## src/hw/lpt_consts.svh

```systemverilog
// constants for the line pickup trip logic
//
// Behaviour
// - line dead (both detectors reset) runs arming timer; pickup-enable after 150 ms.
// - fault-current term is pickup current detector while pickup-enable is set.
// - bypass selected: trip in the same cycle the fault term becomes true.
// - bypass off: trip once fault term has held for 45 ms.
// - immediate or delayed trip comes from a stored setting input, not a link.
// - open pole holds the function disabled: no arming, no trip.
// - voltage present 25 ms fast-resets arming timer and drops pickup-enable.
// - second-zone phase or ground output with pickup-enable also trips.
`ifndef LPT_CONSTS_SVH
`define LPT_CONSTS_SVH

// ****************************************************************
// time base
// ****************************************************************
`define LPT_CLK_HZ        20000000
`define LPT_MS_PER_S      1000
`define LPT_CYCLES_PER_MS (`LPT_CLK_HZ / `LPT_MS_PER_S)

// ****************************************************************
// delays in milliseconds
// ****************************************************************
`define LPT_ARM_MS        150
`define LPT_TRIP_DLY_MS   45
`define LPT_LIVE_MS       25

// ****************************************************************
// synchroniser bit positions
// ****************************************************************
`define LPT_IN_OB         0
`define LPT_IN_V1         1
`define LPT_IN_I1         2
`define LPT_IN_POLE       3
`define LPT_IN_Z2PH       4
`define LPT_IN_Z2GND      5
`define LPT_IN_BYP        6
`define LPT_IN_NUM        7

`endif

```

## src/hw/lpt_pkg.sv

```systemverilog
// types and helpers of the line pickup trip logic
`default_nettype none
`include "lpt_consts.svh"

package lpt_pkg;

  typedef logic [7:0]               lpt_cnt_t;
  typedef logic [`LPT_IN_NUM-1:0]   lpt_in_t;

  // registered state of the trip logic, apart from the millisecond tick divider
  typedef struct packed {
    lpt_in_t  sync1;
    lpt_in_t  sync2;
    lpt_cnt_t arm_cnt;
    logic     armed;
    lpt_cnt_t live_cnt;
    lpt_cnt_t dly_cnt;
  } lpt_state_s;

  // saturating step of a millisecond counter
  function automatic lpt_cnt_t lpt_sat_inc(input lpt_cnt_t c,
                                           input lpt_cnt_t lim);
    lpt_cnt_t r;
    r = c;
    if (c < lim) begin
      r = c + 8'h01;
    end
    return r;
  endfunction

endpackage

`default_nettype wire

```

## src/hw/lpt_ms_tick.sv

```systemverilog
// millisecond enable pulse divided from the logic clock
`timescale 1ns/1ps
`default_nettype none
`include "lpt_consts.svh"

module lpt_ms_tick #(
  parameter int CYCLES_PER_MS = `LPT_CYCLES_PER_MS
) (
  input  wire logic clk_in,
  input  wire logic rst_in,
  output logic      tick_out
);

  localparam int W = $clog2(CYCLES_PER_MS + 1);
  localparam logic [W-1:0] LAST = W'(CYCLES_PER_MS - 1);

  logic [W-1:0] cnt;
  logic [W-1:0] next_cnt;
  logic         next_tick;

  always_comb begin
    next_tick = 1'b0;
    next_cnt  = cnt + W'(1);
    if (cnt == LAST) begin
      next_cnt  = '0;
      next_tick = 1'b1;
    end
  end

  // one-cycle pulse every CYCLES_PER_MS clocks
  always_ff @(posedge clk_in) begin
    if (rst_in) begin
      cnt      <= '0;
      tick_out <= 1'b0;
    end else begin
      cnt      <= next_cnt;
      tick_out <= next_tick;
    end
  end
endmodule

`default_nettype wire

```

## src/hw/lpt_trip_logic.sv

```systemverilog
// switch-onto-fault line pickup trip logic
`timescale 1ns/1ps
`default_nettype none
`include "lpt_consts.svh"

module lpt_trip_logic #(
  parameter int CYCLES_PER_MS = `LPT_CYCLES_PER_MS
) (
  input  wire logic clk_in,
  input  wire logic rst_in,
  input  wire logic open_breaker_detector_in,
  input  wire logic pos_seq_voltage_detector_in,
  input  wire logic pickup_current_detector_in,
  input  wire logic pole_open_in,
  input  wire logic zone2_phase_in,
  input  wire logic zone2_ground_in,
  input  wire logic trip_delay_bypass_select_in,
  output logic      pickup_enable_out,
  output logic      trip_out
);

  // ****************************************************************
  // constants
  // ****************************************************************
  localparam lpt_pkg::lpt_cnt_t ARM_TICKS  = 8'(`LPT_ARM_MS);
  localparam lpt_pkg::lpt_cnt_t TRIP_TICKS = 8'(`LPT_TRIP_DLY_MS);
  localparam lpt_pkg::lpt_cnt_t LIVE_TICKS = 8'(`LPT_LIVE_MS);

  // ****************************************************************
  // state
  // ****************************************************************
  lpt_pkg::lpt_state_s st;
  lpt_pkg::lpt_state_s next_st;
  lpt_pkg::lpt_in_t    raw_in;
  logic                ms_tick;

  logic ob;
  logic v1;
  logic i1;
  logic pole;
  logic zone2;
  logic bypass;
  logic line_dead;
  logic live_expired;
  logic fault_term;
  logic delay_done;
  logic current_trip;
  logic zone2_trip;

  // ****************************************************************
  // millisecond time base
  // ****************************************************************
  lpt_ms_tick #(
    .CYCLES_PER_MS (CYCLES_PER_MS)
  ) u_tick (
    .clk_in   (clk_in),
    .rst_in   (rst_in),
    .tick_out (ms_tick)
  );

  // ****************************************************************
  // pin inputs
  // ****************************************************************
  always_comb begin
    raw_in                  = '0;
    raw_in[`LPT_IN_OB]      = open_breaker_detector_in;
    raw_in[`LPT_IN_V1]      = pos_seq_voltage_detector_in;
    raw_in[`LPT_IN_I1]      = pickup_current_detector_in;
    raw_in[`LPT_IN_POLE]    = pole_open_in;
    raw_in[`LPT_IN_Z2PH]    = zone2_phase_in;
    raw_in[`LPT_IN_Z2GND]   = zone2_ground_in;
    raw_in[`LPT_IN_BYP]     = trip_delay_bypass_select_in;
  end

  // only the second synchroniser stage is read by logic
  assign ob     = st.sync2[`LPT_IN_OB];
  assign v1     = st.sync2[`LPT_IN_V1];
  assign i1     = st.sync2[`LPT_IN_I1];
  assign pole   = st.sync2[`LPT_IN_POLE];
  assign zone2  = st.sync2[`LPT_IN_Z2PH] | st.sync2[`LPT_IN_Z2GND];
  assign bypass = st.sync2[`LPT_IN_BYP];

  // ****************************************************************
  // combinational terms
  // ****************************************************************
  assign line_dead    = !ob && !v1;
  assign live_expired = st.live_cnt >= LIVE_TICKS;
  assign delay_done   = st.dly_cnt >= TRIP_TICKS;

  // open pole masks the enable, so nothing can trip
  assign pickup_enable_out = st.armed && !pole;
  assign fault_term        = pickup_enable_out && i1;

  // bypass from the stored setting trips at once
  assign current_trip = fault_term && (bypass || delay_done);
  assign zone2_trip   = pickup_enable_out && zone2;
  assign trip_out     = current_trip || zone2_trip;

  // ****************************************************************
  // next state
  // ****************************************************************
  always_comb begin
    next_st       = st;
    next_st.sync1 = raw_in;
    next_st.sync2 = st.sync1;

    // live-line timer runs while voltage is present
    if (!v1) begin
      next_st.live_cnt = '0;
    end else if (ms_tick) begin
      next_st.live_cnt = lpt_pkg::lpt_sat_inc(st.live_cnt, LIVE_TICKS);
    end

    // arming timer with fast reset and pole-open disable
    if (pole || live_expired) begin
      next_st.arm_cnt = '0;
      next_st.armed   = 1'b0;
    end else if (line_dead) begin
      if (ms_tick) begin
        next_st.arm_cnt = lpt_pkg::lpt_sat_inc(st.arm_cnt, ARM_TICKS);
      end
      if (st.arm_cnt >= ARM_TICKS) begin
        next_st.armed = 1'b1;
      end
    end else if (!st.armed) begin
      // line not dead before arming completed: start over
      next_st.arm_cnt = '0;
    end

    // trip-delay timer runs while the fault term holds
    if (!fault_term) begin
      next_st.dly_cnt = '0;
    end else if (ms_tick) begin
      next_st.dly_cnt = lpt_pkg::lpt_sat_inc(st.dly_cnt, TRIP_TICKS);
    end
  end

  // ****************************************************************
  // registers
  // ****************************************************************
  always_ff @(posedge clk_in) begin
    if (rst_in) begin
      st <= '0;
    end else begin
      st <= next_st;
    end
  end
endmodule

`default_nettype wire

```

## config.mk

```make
export PLATFORM = sky130hd
export DESIGN_NAME = lpt_trip_logic
export DESIGN_NICKNAME = d
export VERILOG_FILES = /design/src/hw/lpt_pkg.sv /design/src/hw/lpt_ms_tick.sv /design/src/hw/lpt_trip_logic.sv
export VERILOG_INCLUDE_DIRS = /design/src /design/src/hw
export SDC_FILE = /design/constraint.sdc
export NUM_CORES = 1
export LEC_CHECK = 0
export BUFFER_PORTS_ARGS = -buffer_cell sky130_fd_sc_hd__buf_2
export CORE_MARGIN = 1.5
export CORE_UTILIZATION = 55
export DETAILED_ROUTE_END_ITERATION = 8
export PLACE_DENSITY = 0.7
export RECOVER_POWER = 100
export SLEW_MARGIN = 0
export SYNTH_ARGS = -nofsm -noshare
export SYNTH_HDL_FRONTEND = slang
export SYNTH_SLANG_ARGS = --single-unit
```

## constraint.sdc

```tcl
create_clock -name clk_in -period 4.2 [get_ports clk_in]
set_clock_uncertainty 0.15 [all_clocks]
set_input_delay 0.42 -clock clk_in [delete_from_list [all_inputs] [get_ports clk_in]]
set_output_delay 0.42 -clock clk_in [all_outputs]
set_load 0.1 [all_outputs]
```

==> qor.txt <==
Final Cell Area: 2520 sq um
FF+latch count, synth: 55
Cells after Synth: 261
maxcap violations: 0
worst-path cell chain: inv_1 -> ha_1 -> a21oi_1 -> o21ai_0 -> a21oi_1 -> clkbuf_1
async set or reset register ratio after synthesis: 0
RSZ-0062 raised after global routing: false
maximum fanout along the worst path: 4
share of cells above drive strength 1: 0.0738
synthesized cell area: 2380 sq um
GRT Util Overall: 0.194
Antenna Cells: 0
kind of start point of the critical path: register
antenna violations before repair: 0
Distinct cells, synth: 47
mux cell area share after synthesis: 0.00840
layout overhead on the synthesized area: 5.77%
fin crit period: 2.80 ns
WL final: 3.94 mm
total CTS buffers: 5
largest net degree at the start of global routing: 23
most frequent cells in the layout: dfxtp_1, nor2_1, nor2b_1
total power: 0.837 mW
detailed placement HPWL: 2.84 mm
fin nets: 288
outcome: complete, no violations
critical path's most frequent cell: a21oi_1
xor/xnor share of the synthesized area: 0.0551
Critical-path top delay cell: clkbuf_1
Worst Tran Pin Value: 1.16 ns
vias in the first global route: 1633
I/O Pins: 11
DRC viols: 0
Syn. warnings: 0
Post-Synth Simple-Gate Area: 0.268
crit end category: output port
Die ar.: 4740 sq um
root buffer cell: clkbuf_8
post-synthesis sequential area ratio: 0.462
CP required: 3.63 ns
LEAKAGE: 0.853 nW
CP Class: reg -> out
# port buffers: 10
largest family of logic cells by synthesized area: simple AND/OR/NAND/NOR gates
first-pass GRT wire length: 6.91 mm
Die X: 68.8 um
ANT nets after route: 0
Via density: 5.53
height of the chip: 68.8 um
Post-Synth Adder-Cell Area: 0.0472
clock sink count: 55
Slew Viols, Final: 0
R2R Setup Slk: 1.98 ns
WHS Path Cells: 2
worst vdd ir: 0.153 mV
Core Region: 4090 sq um
achievable frequency: 358 MHz
Fin. Hold Viols: 0
Mean Syn Cell Area: 9.13 sq um
hold_sp: zone2_ground_in
setup violators final: 0
Hold Buf Count CTS: 0
power density over the cells: 332 nW/um^2
via count: 1775
clk buf depth: 2
drt wl/cell: 12.3 um
total gr overflow: 0
reg2reg start: st[26]
Max-slew headroom: 0.227
most common cell after layout, fill and taps aside: dfxtp_1
min-delay worst type: in -> reg
Clock Pin Slew Worst Setup and Hold Paths: 0.09 ns
slowest stage delay, CP: 0.87 ns
Period Utilization, post-route: 0.666
htree depth: 2
TritonCTS clock tree: yes
Skew-Pair Late Insertion Delay: 0.30 ns
Starting Density: 0.583
DRT iter0 DRCs: 104
Gates resized, CTS repair: 0
routability cong.: 0.789
number of flops mapped to enable cells by yosys: 0
Critical Path AT: 2.23 ns
router iterations before antenna repair: 4
post-synthesis compound-gate area fraction: 0.120
cell row count: 23
hold path endpoint: next_st[30]
syn_nets: 279
reg2reg end: st[21]
reg2reg path depth: 4
setup TNS: 0 ns
Synth Flop Type: dfxtp_1
setup bufs post-CTS: 0
DP Area: 2450 sq um
## flip-flops by register name, summed over array words and instances (netlist names)
signal,cells
bypass,1
pole,1
next_st,7
st,28
u_tick.cnt,15
i1,1
ob,1
u_tick.tick_out,1
## worst max-delay path by stage
stage	start	to	slack, ns
6_report	st[0]	trip_out	1.40
5_1_grt	st[0]	trip_out	1.29
4_1_cts	st[0]	trip_out	1.84
3_5_place_dp	st[26]	st[21]	2.12
3_3_place_gp	st[26]	st[21]	2.19
2_1_floorplan	st[0]	trip_out	1.34
## per-stage QoR
step,setup slack (ns),hold WS [ns],utilization,cells
final,1.40,0.168,0.617,321
after CTS,1.84,0.168,0.619,321
after detailed placement,2.12,0.278,0.599,313
after global routing,1.29,0.168,0.617,321
after global placement,2.19,0.271,0.599,313
after floorplan,1.34,0.264,-,261
## worst max-delay path: cells and delay by family, from the launching register on
kind                     cells  cell delay (ns)
flip-flops                   1             0.38
buffers and inverters        2             0.96
adder cells (fa/ha/maj)      1             0.21
AO/OA/AOI/OAI                3             0.37
## routing by layer
layer  vias up  global-route usage  part of all wire
li1        925                   -                 -
met5         -                   0                 0
met2        30               0.302              0.44
met1       814               0.253              0.51
met4         0              0.0858             0.016
met3         6              0.0503             0.037
## cell usage after synthesis, types with 2 or more instances
| library cell | count | area, sq um |
|---|---|---|
| nand2_1 | 15 | 56.3 |
| nor2_1 | 26 | 97.6 |
| o21ai_0 | 5 | 25.0 |
| nor4_1 | 2 | 12.5 |
| buf_6 | 2 | 22.5 |
| and2_1 | 6 | 37.5 |
| o21ai_1 | 3 | 15.0 |
| o31ai_1 | 3 | 22.5 |
| o21a_1 | 4 | 30.0 |
| buf_2 | 4 | 20.0 |
| nor2b_1 | 16 | 100 |
| nor3_1 | 5 | 25.0 |
| xnor2_1 | 7 | 61.3 |
| mux2i_1 | 2 | 20.0 |
| a21oi_1 | 13 | 65.1 |
| xor2_1 | 8 | 70.1 |
| inv_1 | 12 | 45.0 |
| nor3b_1 | 2 | 15.0 |
| ha_1 | 9 | 113 |
| nand2b_1 | 6 | 37.5 |
| dfxtp_1 | 55 | 1100 |
| and4_1 | 2 | 17.5 |
| nand3_1 | 15 | 75.1 |
| a31oi_1 | 2 | 12.5 |
| nand4_1 | 8 | 50.1 |
| or3_1 | 7 | 43.8 |
| o2111ai_1 | 2 | 17.5 |
## final cells by class
class | instances | area, sq um
Inverter | 12 | 45.0
Sequential cell | 55 | 1100
Clock buffer | 6 | 72.6
Clock inverter | 2 | 12.5
Tap cell | 50 | 62.6
Timing Repair Buffer | 10 | 46.3
Fill cell | 363 | 1570
Multi-Input combinational cell | 186 | 1180
## kinds of logic (layout without fill, tap and decap cells)
kind of cell	Yosys count	count (layout)
XOR/XNOR	15	15
adder cells (fa/ha/maj)	9	9
AND/OR/NAND/NOR	118	118
flip-flops	55	55
AO/OA/AOI/OAI	42	42
buffers and inverters	20	30
multiplexers	2	2
## where the power goes
group | leakage (nW) | switching, mW | internal, mW | total (mW)
sequential | 0.447 | 0.00438 | 0.530 | 0.534
combinational | 0.365 | 0.0148 | 0.0106 | 0.0253
clock | 0.0412 | 0.160 | 0.117 | 0.277
No activity file was read; power rests on OpenSTA's default activity.
